$ cat src/hw/enable_latch_pkg.sv
package enable_latch_pkg;

	// ----------------------------------------
	// Widths
	// ----------------------------------------
	localparam int BUS_W = 8;
	localparam int CH_N = 4;

	// ----------------------------------------
	// Reset values of the three latches
	// ----------------------------------------
	localparam logic [7:0] DRIVER_RST = 8'h00;
	localparam logic [7:0] SELFTEST_RST = 8'hff;
	localparam logic [7:0] RXPOWER_RST = 8'h00;

	// ----------------------------------------
	// Register file: mapping tables, latch states and fault readback
	// ----------------------------------------
	localparam logic [3:0] ADDR_DRV_MAP = 4'h0;
	localparam logic [3:0] ADDR_TST_MAP = 4'h1;
	localparam logic [3:0] ADDR_RXP_MAP = 4'h2;
	localparam logic [3:0] ADDR_DRV_STATE = 4'h3;
	localparam logic [3:0] ADDR_TST_STATE = 4'h4;
	localparam logic [3:0] ADDR_RXP_STATE = 4'h5;
	localparam logic [3:0] ADDR_FAULT = 4'h6;

	// Bit-select mapping: 3 bits per channel, packed low to high
	localparam int SEL_W = 3;
	localparam int MAP_W = 12;
	// Driver: channels use bus bits 0..3
	localparam logic [11:0] DRV_MAP_RST = 12'h688;
	// Self-test: tx on 0..3, rx on 4..7, sharing one 24-bit map
	localparam logic [23:0] TST_MAP_RST = 24'hfac688;
	// Receive power: channels use bus bits 4..7
	localparam logic [11:0] RXP_MAP_RST = 12'hfac;

	typedef enum logic [1:0] {
		LATCH_OPEN = 2'b01,
		LATCH_HELD = 2'b10
	} latch_state_e;

endpackage

$ cat src/hw/latch_if.sv
`timescale 1ns/1ps
`default_nettype none
interface latch_if;
	logic strobe;
	logic [7:0] bus;
	logic [7:0] value;
	modport owner (output strobe, output bus, input value);
	modport latch (input strobe, input bus, output value);
endinterface
`default_nettype wire

$ cat src/hw/strobe_latch.sv
`timescale 1ns/1ps
`default_nettype none
module strobe_latch #(
	parameter logic [7:0] RESET_VALUE = 8'h00
) (
	input wire logic sys_clk,
	input wire logic rst,
	input wire logic clear,
	latch_if.latch lif
);
	enable_latch_pkg::latch_state_e state_reg;
	enable_latch_pkg::latch_state_e state_next;
	logic [7:0] hold_reg;
	logic [7:0] hold_next;

	// ----------------------------------------
	// Transparent while open, hold on fall
	// ----------------------------------------
	always_comb
	begin
		state_next = state_reg;
		hold_next = hold_reg;
		unique case (state_reg)
			enable_latch_pkg::LATCH_OPEN:
			begin
				// Bus on the falling edge is already stale
				if (lif.strobe)
				begin
					hold_next = lif.bus;
				end
				else
				begin
					state_next = enable_latch_pkg::LATCH_HELD;
				end
			end
			enable_latch_pkg::LATCH_HELD:
			begin
				if (lif.strobe)
				begin
					state_next = enable_latch_pkg::LATCH_OPEN;
					hold_next = lif.bus;
				end
			end
			default:
			begin
				state_next = enable_latch_pkg::LATCH_HELD;
			end
		endcase
		// Reset only takes a closed latch
		if (clear && !lif.strobe)
		begin
			hold_next = RESET_VALUE;
		end
	end

	always_ff @(posedge sys_clk or posedge rst)
	begin
		if (rst)
		begin
			state_reg <= enable_latch_pkg::LATCH_HELD;
			hold_reg <= RESET_VALUE;
		end
		else
		begin
			state_reg <= state_next;
			hold_reg <= hold_next;
		end
	end

	assign lif.value = hold_reg;
endmodule
`default_nettype wire

$ cat src/hw/channel_enable_latch_bank.sv
`timescale 1ns/1ps
`default_nettype none
// Overview of operation
// A high driver strobe passes the shared bus into the driver enables.
// A high driver enable turns the channel driver on, low powers it down.
// The driver latch holds the bus value seen as its strobe falls.
// Device reset clears the driver latch, disabling every driver.
// A high self-test strobe passes the shared bus into the self-test enables.
// A low self-test bit puts that tx channel into generation or rx into compare.
// A high self-test bit returns that channel to normal traffic.
// The self-test latch holds the bus value seen as its strobe falls.
// Device reset clears the self-test latch only while it is closed.
// A high receive strobe passes the shared bus into the receive power enables.
// A high receive power bit keeps that receiver on, low powers it down.
// The receive power latch holds the bus value seen as its strobe falls.
// Device reset clears the receive power latch, disabling all receivers.
// Device reset is active low, sampled on the clock, and clears the driver and receive power latches, and the self-test latch only while closed.
// Link fault is asserted low for a channel whose receiver is powered down.
// The bus bit behind each channel enable comes from a writable mapping table.
module channel_enable_latch_bank (
	input wire logic sys_clk,
	input wire logic rst,
	input wire logic device_reset_n,
	input wire logic driver_enable_strobe,
	input wire logic selftest_enable_strobe,
	input wire logic receive_power_strobe,
	input wire logic [7:0] shared_enable_bus,
	input wire logic [3:0] rx_freq_fault,
	input wire logic [3:0] rx_amplitude_fault,
	input wire logic [3:0] rx_density_fault,
	input wire logic [3:0] reg_addr,
	input wire logic [31:0] reg_wdata,
	input wire logic reg_wr,
	input wire logic reg_rd,
	output logic [31:0] reg_rdata,
	output logic [3:0] serial_out_driver,
	output logic [3:0] tx_selftest_run,
	output logic [3:0] rx_selftest_run,
	output logic [3:0] rx_power_on,
	output logic [3:0] link_fault_n
);
	// ----------------------------------------
	// Select one bus bit per channel
	// ----------------------------------------
	function automatic logic [3:0] pick(input logic [7:0] v, input logic [11:0] map);
		logic [3:0] r;
		r = 4'h0;
		for (int i = 0; i < enable_latch_pkg::CH_N; i++)
		begin
			r[i] = v[map[i*enable_latch_pkg::SEL_W +: enable_latch_pkg::SEL_W]];
		end
		return r;
	endfunction

	latch_if drv_if();
	latch_if tst_if();
	latch_if rxp_if();

	logic reset_sample_reg;
	logic reset_sample_next;
	logic [11:0] drv_map_reg;
	logic [11:0] drv_map_next;
	logic [23:0] tst_map_reg;
	logic [23:0] tst_map_next;
	logic [11:0] rxp_map_reg;
	logic [11:0] rxp_map_next;
	logic [31:0] rdata_reg;
	logic [31:0] rdata_next;
	logic [3:0] drv_reg;
	logic [3:0] drv_next;
	logic [3:0] txt_reg;
	logic [3:0] txt_next;
	logic [3:0] rxt_reg;
	logic [3:0] rxt_next;
	logic [3:0] rxp_reg;
	logic [3:0] rxp_next;
	logic [3:0] fault_reg;
	logic [3:0] fault_next;
	logic [3:0] rx_on;

	// ----------------------------------------
	// Latches
	// ----------------------------------------
	// driver strobe path, closed by reset
	assign drv_if.strobe = driver_enable_strobe & ~reset_sample_reg;
	// self-test strobe path, reset waits for close
	assign tst_if.strobe = selftest_enable_strobe;
	// receive strobe path, closed by reset
	assign rxp_if.strobe = receive_power_strobe & ~reset_sample_reg;
	assign drv_if.bus = shared_enable_bus;
	assign tst_if.bus = shared_enable_bus;
	assign rxp_if.bus = shared_enable_bus;

	// reset sampled on clock
	always_comb
	begin
		reset_sample_next = !device_reset_n;
	end

	always_ff @(posedge sys_clk or posedge rst)
	begin
		if (rst)
		begin
			reset_sample_reg <= 1'b0;
		end
		else
		begin
			reset_sample_reg <= reset_sample_next;
		end
	end

	// driver latch
	strobe_latch #(.RESET_VALUE(enable_latch_pkg::DRIVER_RST)) drv_latch (
		.sys_clk(sys_clk),
		.rst(rst),
		.clear(reset_sample_reg),
		.lif(drv_if)
	);

	// self-test latch
	strobe_latch #(.RESET_VALUE(enable_latch_pkg::SELFTEST_RST)) tst_latch (
		.sys_clk(sys_clk),
		.rst(rst),
		.clear(reset_sample_reg),
		.lif(tst_if)
	);

	// receive power latch; cleared even while open
	strobe_latch #(.RESET_VALUE(enable_latch_pkg::RXPOWER_RST)) rxp_latch (
		.sys_clk(sys_clk),
		.rst(rst),
		.clear(reset_sample_reg),
		.lif(rxp_if)
	);

	// ----------------------------------------
	// Channel outputs
	// ----------------------------------------
	always_comb
	begin
		// mapped bit selection
		rx_on = pick(rxp_if.value, rxp_map_reg);
		// driver on when high
		drv_next = pick(drv_if.value, drv_map_reg);
		// low bit runs self-test
		txt_next = ~pick(tst_if.value, tst_map_reg[11:0]);
		rxt_next = ~pick(tst_if.value, tst_map_reg[23:12]);
		// receiver power
		rxp_next = rx_on;
		// four-term fault OR
		fault_next = ~(~rx_on | rx_freq_fault | rx_amplitude_fault | rx_density_fault);
	end

	always_ff @(posedge sys_clk or posedge rst)
	begin
		if (rst)
		begin
			drv_reg <= 4'h0;
			txt_reg <= 4'h0;
			rxt_reg <= 4'h0;
			rxp_reg <= 4'h0;
			fault_reg <= 4'h0;
		end
		else
		begin
			drv_reg <= drv_next;
			txt_reg <= txt_next;
			rxt_reg <= rxt_next;
			rxp_reg <= rxp_next;
			fault_reg <= fault_next;
		end
	end

	assign serial_out_driver = drv_reg;
	assign tx_selftest_run = txt_reg;
	assign rx_selftest_run = rxt_reg;
	assign rx_power_on = rxp_reg;
	assign link_fault_n = fault_reg;

	// ----------------------------------------
	// Register port
	// ----------------------------------------
	always_comb
	begin
		drv_map_next = drv_map_reg;
		tst_map_next = tst_map_reg;
		rxp_map_next = rxp_map_reg;
		rdata_next = 32'h0;
		// mapping tables writable
		if (reg_wr)
		begin
			unique case (reg_addr)
				enable_latch_pkg::ADDR_DRV_MAP: drv_map_next = reg_wdata[11:0];
				enable_latch_pkg::ADDR_TST_MAP: tst_map_next = reg_wdata[23:0];
				enable_latch_pkg::ADDR_RXP_MAP: rxp_map_next = reg_wdata[11:0];
				default: ;
			endcase
		end
		if (reg_rd)
		begin
			unique case (reg_addr)
				enable_latch_pkg::ADDR_DRV_MAP: rdata_next = {20'h0, drv_map_reg};
				enable_latch_pkg::ADDR_TST_MAP: rdata_next = {8'h0, tst_map_reg};
				enable_latch_pkg::ADDR_RXP_MAP: rdata_next = {20'h0, rxp_map_reg};
				enable_latch_pkg::ADDR_DRV_STATE: rdata_next = {24'h0, drv_if.value};
				enable_latch_pkg::ADDR_TST_STATE: rdata_next = {24'h0, tst_if.value};
				enable_latch_pkg::ADDR_RXP_STATE: rdata_next = {24'h0, rxp_if.value};
				enable_latch_pkg::ADDR_FAULT: rdata_next = {28'h0, fault_reg};
				default: rdata_next = 32'h0;
			endcase
		end
	end

	always_ff @(posedge sys_clk or posedge rst)
	begin
		if (rst)
		begin
			drv_map_reg <= enable_latch_pkg::DRV_MAP_RST;
			tst_map_reg <= enable_latch_pkg::TST_MAP_RST;
			rxp_map_reg <= enable_latch_pkg::RXP_MAP_RST;
			rdata_reg <= 32'h0;
		end
		else
		begin
			drv_map_reg <= drv_map_next;
			tst_map_reg <= tst_map_next;
			rxp_map_reg <= rxp_map_next;
			rdata_reg <= rdata_next;
		end
	end

	assign reg_rdata = rdata_reg;
endmodule
`default_nettype wire

$ cat config.mk
export PLATFORM = sky130hd
export DESIGN_NAME = channel_enable_latch_bank
export DESIGN_NICKNAME = d
export VERILOG_FILES = /design/src/hw/enable_latch_pkg.sv /design/src/hw/latch_if.sv /design/src/hw/strobe_latch.sv /design/src/hw/channel_enable_latch_bank.sv
export SDC_FILE = /design/constraint.sdc
export NUM_CORES = 1
export LEC_CHECK = 0
export CELL_PAD_IN_SITES_DETAIL_PLACEMENT = 0
export CELL_PAD_IN_SITES_GLOBAL_PLACEMENT = 2
export CORE_ASPECT_RATIO = 1.25
export CORE_MARGIN = 3
export CORE_UTILIZATION = 45
export CTS_CLUSTER_SIZE = 10
export DETAILED_ROUTE_END_ITERATION = 10
export DONT_BUFFER_PORTS = 1
export GPL_ROUTABILITY_DRIVEN = 0
export HOLD_SLACK_MARGIN = 0.03
export MAX_ROUTING_LAYER = met4
export PLACE_DENSITY = 0.78
export SLEW_MARGIN = 20
export SYNTH_ARGS = -nofsm -noshare
export SYNTH_HDL_FRONTEND = slang
export SYNTH_SLANG_ARGS = --single-unit
$ cat constraint.sdc
create_clock -name sys_clk -period 6.3 [get_ports sys_clk]
set_clock_uncertainty 0.05 [all_clocks]
set_input_delay 0.63 -clock sys_clk [delete_from_list [all_inputs] [get_ports sys_clk]]
set_output_delay 0.63 -clock sys_clk [all_outputs]
set_load 0.02 [all_outputs]
==> results of run 1 <==
## how the worst max path moves through the flow
stage	start	depth (start not counted)	slack [ns]	to
after global placement	reg_addr[3]	3	4.16	tst_map_reg[4]
final	rxp_latch.state_reg[1]	4	4.24	rxp_latch.lif.value[0]
after detailed placement	reg_addr[3]	3	4.15	tst_map_reg[4]
after floorplan	rst	1	2.41	drv_latch.lif.value[0]
after CTS	rxp_latch.state_reg[1]	4	4.20	rxp_latch.lif.value[0]
after global routing	rxp_latch.state_reg[1]	4	4.09	rxp_latch.lif.value[7]
## Yosys cell counts
cell type / instances / area (um2)
a21o_1: 1 / 7.51
a21oi_1: 4 / 20.0
a22oi_1: 7 / 52.6
a31oi_1: 5 / 31.3
a32oi_1: 2 / 17.5
and2_1: 12 / 75.1
and3_1: 4 / 25.0
and3b_1: 14 / 123
and4bb_2: 1 / 12.5
buf_2: 10 / 50.1
buf_4: 9 / 67.6
clkbuf_1: 9 / 33.8
conb_1: 1 / 3.75
dfrtp_1: 88 / 2200
dfstp_2: 35 / 920
ha_1: 6 / 75.1
inv_1: 10 / 37.5
mux2_2: 67 / 754
mux2i_1: 25 / 250
mux4_2: 35 / 788
nand2_1: 4 / 15.0
nand2b_1: 3 / 18.8
nand3_1: 3 / 15.0
nand3_2: 1 / 10.0
nand3b_1: 6 / 45.0
nor2_1: 23 / 86.3
nor2_4: 1 / 11.3
nor2b_1: 8 / 50.1
nor3_2: 1 / 10.0
nor3b_1: 3 / 22.5
nor4b_1: 5 / 43.8
o21a_1: 3 / 22.5
o21ai_0: 12 / 60.1
o21ai_1: 1 / 5.00
o22a_1: 8 / 70.1
o2bb2ai_1: 1 / 8.76
## cells in the final DEF (no fill, tap or decap), types with 4 or more instances in the layout
| cell | instances |
|---|---|
| mux2i_1 | 25 |
| mux4_2 | 35 |
| nor2b_1 | 8 |
| a21oi_1 | 4 |
| dfrtp_1 | 88 |
| nor2_1 | 23 |
| dfstp_2 | 35 |
| and2_1 | 12 |
| mux2_2 | 67 |
| clkinvlp_4 | 6 |
| a31oi_1 | 5 |
| ha_1 | 6 |
| nand3b_1 | 6 |
| inv_1 | 9 |
| conb_1 | 8 |
| a22oi_1 | 7 |
| o21ai_0 | 12 |
| clkbuf_16 | 17 |
| nor4b_1 | 5 |
| nand2_1 | 4 |
| and3b_1 | 14 |
| clkinv_2 | 4 |
| o22a_1 | 8 |
| and3_1 | 4 |
## report_power, final
group          internal, mW  leakage, nW  total, mW  switching, mW
Clock                 0.501        0.244      0.856          0.355
Sequential             1.03         1.53       1.35          0.321
Combinational         0.373         1.07      0.568          0.195
## layer usage
| metal | wire [um] | share of wire [%] | global-route usage (%) | vias up |
|---|---|---|---|---|
| li1 | - | - | - | 1583 |
| met1 | 5780 | 41 | 26.1 | 1924 |
| met4 | 231 | 1.6 | 7.35 | 0 |
| met2 | 7450 | 52 | 33.8 | 87 |
| met5 | 0 | 0 | - | - |
| met3 | 761 | 5.4 | 5.91 | 15 |
## cell type report
type,count,area [um2]
fill,1128,6230
tap,168,210
timing repair buffer,1,7.51
inverter,10,40.0
clock buffer,18,429
clock inverter,14,100
sequential,123,3120
multi-input combinational,274,2760
## kinds of logic after synthesis
| logic type | count (synthesis) |
|---|---|
| and+or+nand+nor | 89 |
| other | 1 |
| AOI/OAI and AO/OA | 44 |
| adders and majority gates | 6 |
| DFF | 123 |
| muxes | 127 |
| buffers and inverters | 38 |
==> impl_metrics.toml, run 1 <==
[worst_setup_path]
r2r_start = "rxp_latch.state_reg[1]"
cp-end-kind = "flop"
critPathBufInv = 0
start_kind = "flop"
r2r_cells = 4
r2r-end = "rxp_latch.lif.value[0]"
cp_cell_sequence = "ha_1 > nor2b_1 > mux2i_1 > nor2_1"
cp.required_ns = 6.51
rrSetupSlack_ns = 4.24
arrival_ns = 2.27
slowest_stage = "nor2b_1"
crit_family = "simple AND/OR/NAND/NOR gates"
path_class = "reg2reg"
cp_max_fo = 8
crit_path_max_incr_delay_ns = 0.78

[logic_synthesis]
synth_cell_types = 36
syn_inst = 428
synth_area_um2 = 6040
ys_warn_count = 0
synth_xor_area_share_pct = 0
syn-mean-instance-area_um2 = 14.1
synthAdderAreaFrac_pct = 1.24
synth_simple_gate_area_share_pct = 9.32
synth-compound-area-share_pct = 4.89
synth_mux_area_share_pct = 29.7
synth_seq_cells = 123
synth_top_family_by_area = "multiplexers"
yosysSeqAreaShare_pct = 51.7

[finish]
stdcell_count = 608
layout.nets = 497
layout-drive-gt1-share_pct = 39.5
syn2layout_area_growth_pct = 10.3
fin_util_pct = 51.7
final_cell_area_um2 = 6670
n_antenna_cell = 0

[sta]
slew_headroom_pct = 32.4
hold_ws_ns = 0.166
hold_viol_final = 0
finalSetupViolations = 0
finalCriticalPeriod_ns = 2.06
tightest_slew_ns = 1.01
max_freq_mhz = 485
rsz0062_at_grt = "no"
drv_slew = 0
setup_ws_ns = 4.24
tns_ns = 0
finalCritPeriodShare_pct = 32.7

[placed_design]
port_buffers = 0
dp_hpwl_mm = 10.0
dp.cells = 576
place_area_um2 = 6140
post-place-ws_ns = 4.15

[die]
dieArea_um2 = 14900
top_level_ports = 116
core_um2 = 12900
die_y_um = 136
initial_core_util_pct = 46.9
rows = 46
die_x_um = 110

[grt]
gr-total-overflow = 0
grt_pass1_wl_mm = 22.6
grt_usage_pct = 21.3
antenna_found_initial = 0
grt_pass1_vias = 3810
grt_max_degree = 65

[flow_run]
drv_cap = 0

[status]
status = "finished, final reports clean"

[cts]
postCtsSetupBuffers = 0
cts_resized = 0
clkLatencyLatePin_ns = 0.41
cts.sinks = 123
cts_buffers = 17
clockBufferDepth = 2
cts_tree = "built"
h-tree-depth = 4
clkTransAtPathRegs_ns = 0.06
cts-root-buf = "clkbuf_16"
hold_buffers = 0

[route]
first_iter_violations = 294
ant_nets = 0
vias_per_cell = 5.94
wl_per_cell_um = 23.4
totalWireLength_mm = 14.2
vias = 3609
dr.pass1.iters = 4
drc = 0

[power_and_ir_drop]
design_power_total_mw = 2.77
vdd_ir_drop_max_mv = 0.238
cellPowerDensity_nw_per_um2 = 416
p_leak_nw = 2.85

[min_path]
hold_class = "in2async"
(Power assumes the default switching activity.)
==> run 2, diff against run 1 <==
CORE_UTILIZATION = 39   (was 45)
PLACE_DENSITY = 0.72   (was 0.78)
clock period = 1.7 ns   (was 6.3 ns; I/O delays follow)
==> run 2 against run 1 <==
Register-to-register slack worse by 4.2 ns. Worst hold slack worse by 0.12 ns. Critical endpoint is now link_fault_n[1]. Non-clock buffer count up 71. Cell area up 13%. Count of clock-buffer cells in the layout down 1. Die area up 15%. Fmax up 24%.
==> impl_metrics.toml, run 2 (synthesis results as in run 1) <==
[status]
status = "finished, final reports clean"

[die]
core_um2 = 15100
die_x_um = 117
die_y_um = 145
dieArea_um2 = 17000
initial_core_util_pct = 40.1
rows = 50
top_level_ports = 116

[sta]
tightest_slew_ns = 0.560
setup_ws_ns = 0.0383
max_freq_mhz = 602
finalCritPeriodShare_pct = 97.7
drv_slew = 0
hold_viol_final = 0
finalCriticalPeriod_ns = 1.66
slew_headroom_pct = 62.1
finalSetupViolations = 0
rsz0062_at_grt = "yes"

[min_path]
hold_class = "in2reg"

[finish]
layout-drive-gt1-share_pct = 37.8
stdcell_count = 719
final_cell_area_um2 = 7510
fillers = 1338
n_antenna_cell = 0
final_common_cell = "dfrtp_1"
syn2layout_area_growth_pct = 24.3
layout.nets = 568
final_cell_mix = "88 x dfrtp_1, 66 x mux2_2, 54 x dlygate4sd3_1"
fin_util_pct = 49.8

[power_and_ir_drop]
p_leak_nw = 3.22
p_int_mw = 7.74
p_comb_share_pct = 23.2
design_power_total_mw = 11.1
clkPwrFrac_pct = 33.3
seq_power_share_pct = 43.5
p_sw_share_pct = 30.4
vdd_ir_drop_max_mv = 0.768
p_switching_mw = 3.38
cellPowerDensity_nw_per_um2 = 1480

[grt]
grt_usage_pct = 19.7
antenna_found_initial = 0
grt_pass1_vias = 4196
gr-total-overflow = 0
grt_pass1_wl_mm = 24.7
grt_max_degree = 90

[cts]
cts_tree = "built"
clkLatencyLatePin_ns = 0.42
clkTransAtPathRegs_ns = 0.06
clockBufferDepth = 2
cts.sinks = 123
cts_buffers = 17
cts-root-buf = "clkbuf_16"
h-tree-depth = 4

[route]
totalWireLength_mm = 15.6
ant_nets = 0
dr.pass1.iters = 4
vias_per_cell = 5.48
drc = 0
first_iter_violations = 211
wl_per_cell_um = 21.6
vias = 3939

[placed_design]
port_buffers = 0
dp_hpwl_mm = 10.7
dp.cells = 631
post-place-ws_ns = 0.0109
place_area_um2 = 6310

[worst_setup_path]
start_kind = "flop"
cp_max_fo = 4
path_class = "reg2reg"
cp.required_ns = 1.95
arrival_ns = 1.92
cp-end-kind = "flop"
rrSetupSlack_ns = 0.04

[flow_run]
drv_cap = 0
-- run 2: cell types whose count changed in the layout (fill, tap and decap cells not counted), moves of 2 or more --
cell / change
dlygate4sd3_1: +54
buf_4: +15
bufinv_16: +3
clkinv_2: -3
clkinv_4: +2
clkinvlp_4: -2
inv_6: +2
-- run 2: final timing paths --
kind                                startpoint                      to  depth (start not counted)
worst max-delay path            rxp_map_reg[3]         link_fault_n[1]                          3
worst min-delay path               reg_addr[3]            reg_rdata[0]                          3
worst max register to register  rxp_map_reg[3]         link_fault_n[1]                          3
worst min register to register  tst_map_reg[2]      tx_selftest_run[0]                          1
max in group asynchronous                  rst  tst_latch.lif.value[3]                          3
min in group asynchronous                  rst         drv_map_reg[11]                          3
-- run 2: worst max-delay path, cell delays in order (launching register included) --
cell     delay [ns]
dfstp_2        0.57
mux4_2         0.50
mux2_2         0.29
nor4b_1        0.14
-- run 2: power by group through the flow --
stage | clock [mW] | sequential (mW) | combinational, mW
after floorplan | 0 | 4.58 | 1.93
after CTS | 3.81 | 4.84 | 2.58
after detailed placement | 0 | 4.88 | 2.43
after global routing | 3.94 | 4.96 | 2.81
after global placement | 0 | 4.85 | 2.36
final | 3.70 | 4.84 | 2.58
-- run 2: cell type report --
class                      instances  area (um2)  share of cell area (%)
clock inverter                    15         188                    2.50
timing repair buffer              72         693                    9.23
sequential                       123        3120                    41.6
clock buffer                      17         425                    5.67
tap                              208         260                    3.47
inverter                          10        41.3                   0.550
multi-input combinational        274        2780                    37.0
-- run 2: per-stage QoR --
step | setup TNS, ns | hold slack [ns]
global route | -0.00158 | 0.0504
CTS | 0 | 0.0332
finish | 0 | 0.0501
floorplan | -0.241 | 0.179
global placement | 0 | 0.179
detailed placement | 0 | 0.181
-- run 2: routing by layer --
metal,global-route usage (%),routed length (um),up-vias
li1,-,-,1722
met1,23.2,6300,2070
met2,32.9,8270,122
met3,4.87,662,25
met4,7.34,327,0
met5,-,0,-
-- run 2: what timing repair did --
action	4_1_cts	5_1_grt
endpoints found under the hold margin	179	8
hold buffers	54	1
endpoints found under the setup margin	0	4
buffers inserted	0	1
resized for setup	0	5
==> run 3, diff against run 2 <==
CORE_UTILIZATION = 44   (was 39)
PLACE_DENSITY = 0.77   (was 0.72)
clock period = 1.6 ns   (was 1.7 ns; I/O delays follow)
==> run 3 against run 2 <==
The flow now finishes with violations (setup timing). Flip-flop and latch count stayed put. Sequential power is 6.6% higher. Critical path depth unchanged. Total power up 5.3%. Fmax rose by 1.0%. Die area is 11% lower. Worst hold slack worse by 0.013 ns. Global-route usage rose by 2.3 points. Non-clock buffer count is 3 higher. Sequential share of layout area grew 0.074 points. Critical path type unchanged. Highest routed layer unchanged.
==> impl_metrics.toml, run 3 (synthesis results as in run 1) <==
[status]
status = "finished, violations left"
violations = "setup timing"

[grt]
antenna_found_initial = 0
grt_usage_pct = 22.0
gr-total-overflow = 0
grt_pass1_wl_mm = 24.5
grt_pass1_vias = 4204
grt_max_degree = 66

[die]
die_y_um = 137
core_um2 = 13300
dieArea_um2 = 15200
top_level_ports = 116
initial_core_util_pct = 45.3
rows = 47
die_x_um = 111

[worst_setup_path]
arrival_ns = 1.90
cp-end-kind = "flop"
start_kind = "flop"
path_class = "reg2reg"
cp.required_ns = 1.85
r2r_start = "rxp_map_reg[3]"
cp_max_fo = 3
r2r_cells = 3
r2r-end = "link_fault_n[1]"
rrSetupSlack_ns = -0.04

[sta]
hold_ws_ns = 0.0368
finalSetupViolations = 3
drv_slew = 0
max_freq_mhz = 608
tightest_slew_ns = 0.488
setup_ws_ns = -0.0449
finalCritPeriodShare_pct = 103
finalCriticalPeriod_ns = 1.64
slew_headroom_pct = 67.0
hold_viol_final = 0
rsz0062_at_grt = "yes"

[finish]
final_common_cell = "dfrtp_1"
layout-drive-gt1-share_pct = 39.1
layout.nets = 571
final_cell_mix = "84 x dfrtp_1, 65 x mux2_2, 54 x dlygate4sd3_1"
stdcell_count = 685
n_antenna_cell = 0
syn2layout_area_growth_pct = 24.3

[power_and_ir_drop]
vdd_ir_drop_max_mv = 0.688
cellPowerDensity_nw_per_um2 = 1560
p_int_mw = 8.15
clkPwrFrac_pct = 32.6
p_sw_share_pct = 30.4
p_switching_mw = 3.56
seq_power_share_pct = 44.1
p_comb_share_pct = 23.3
p_leak_nw = 3.23

[min_path]
min_to = "reg_rdata[1]"
hold_class = "in2reg"
min-delay-start = "reg_addr[3]"
hold_depth = 3

[cts]
clkTransAtPathRegs_ns = 0.05
cts.sinks = 123
clockBufferDepth = 2
cts_tree = "built"
h-tree-depth = 4
cts-root-buf = "clkbuf_16"
cts_buffers = 17
clkLatencyLatePin_ns = 0.42

[route]
vias_per_cell = 5.77
first_iter_violations = 236
totalWireLength_mm = 15.5
dr.pass1.iters = 4
drc = 0
ant_nets = 0
wl_per_cell_um = 22.6
vias = 3952

[flow_run]
drv_cap = 0

[placed_design]
dp.cells = 596
dp_hpwl_mm = 10.5
port_buffers = 0
## run 3: cell types whose count changed in the layout (fill, tap and decap cells not counted), moves of 2 or more
cell,change
dfrtp_1,-4
dfrtp_2,+4
clkbuf_8,+2
clkinv_2,+2
inv_6,-2
## run 3: worst max-delay path by stage
stage,from,to,slack (ns),cells past startpoint
after floorplan,rst,drv_latch.lif.value[0],-0.09,1
after CTS,rxp_map_reg[3],link_fault_n[1],-0.07,3
after detailed placement,rxp_map_reg[9],link_fault_n[3],-0.07,3
after global routing,rxp_map_reg[3],link_fault_n[1],-0.10,3
after global placement,rxp_map_reg[3],link_fault_n[1],-0.03,3
final,rxp_map_reg[3],link_fault_n[1],-0.04,3
## run 3: metrics by stage
step | power [mW] | instance area (um2) | worst slack [ns] | TNS (ns) | util [%]
after floorplan | 6.92 | 6070 | -0.0927 | -8.16 | -
after global placement | 7.63 | 6290 | -0.0340 | -0.0491 | 47.1
after detailed placement | 7.71 | 6290 | -0.0671 | -0.122 | 47.1
after CTS | 11.8 | 7460 | -0.0663 | -0.638 | 55.9
after global routing | 12.3 | 7510 | -0.103 | -0.186 | 56.2
final | 11.7 | 7510 | -0.0449 | -0.0903 | 56.2
## run 3: timing repair
action                     CTS  global route
pin swaps                    0             1
resized for setup            3            10
setup endpoints to repair    2            39
hold buffers                54             1
buffers inserted             1             1
hold endpoints to repair   215             8
## run 3: worst max-delay path, stage by stage, from the launching register on
cell	delay, ns
dfstp_2	0.57
mux4_2	0.50
mux2_4	0.29
nor4b_4	0.13
## run 3: power groups by stage
stage               Clock (mW)  Combinational, mW  Sequential [mW]
floorplan                    0               2.05             4.87
global placement             0               2.47             5.16
detailed placement           0               2.53             5.19
CTS                       3.90               2.72             5.15
global route              4.03               2.98             5.26
finish                    3.82               2.73             5.16
## run 3: metal layers
layer  up-vias  GRT usage, %  part of all wire [%]
li1       1737             -                     -
met1      2096          26.3                    42
met2        97          37.3                    53
met3        22          4.51                   3.5
met4         0          7.73                   1.7
met5         -             -                     0
## run 3: final cells by class
type                       instances  area [um2]
clock inverter                    13         143
multi-input combinational        274        2800
sequential                       123        3130
clock buffer                      19         453
inverter                          10        41.3
timing repair buffer              75         732
tap                              171         214
fill                            1122        5840
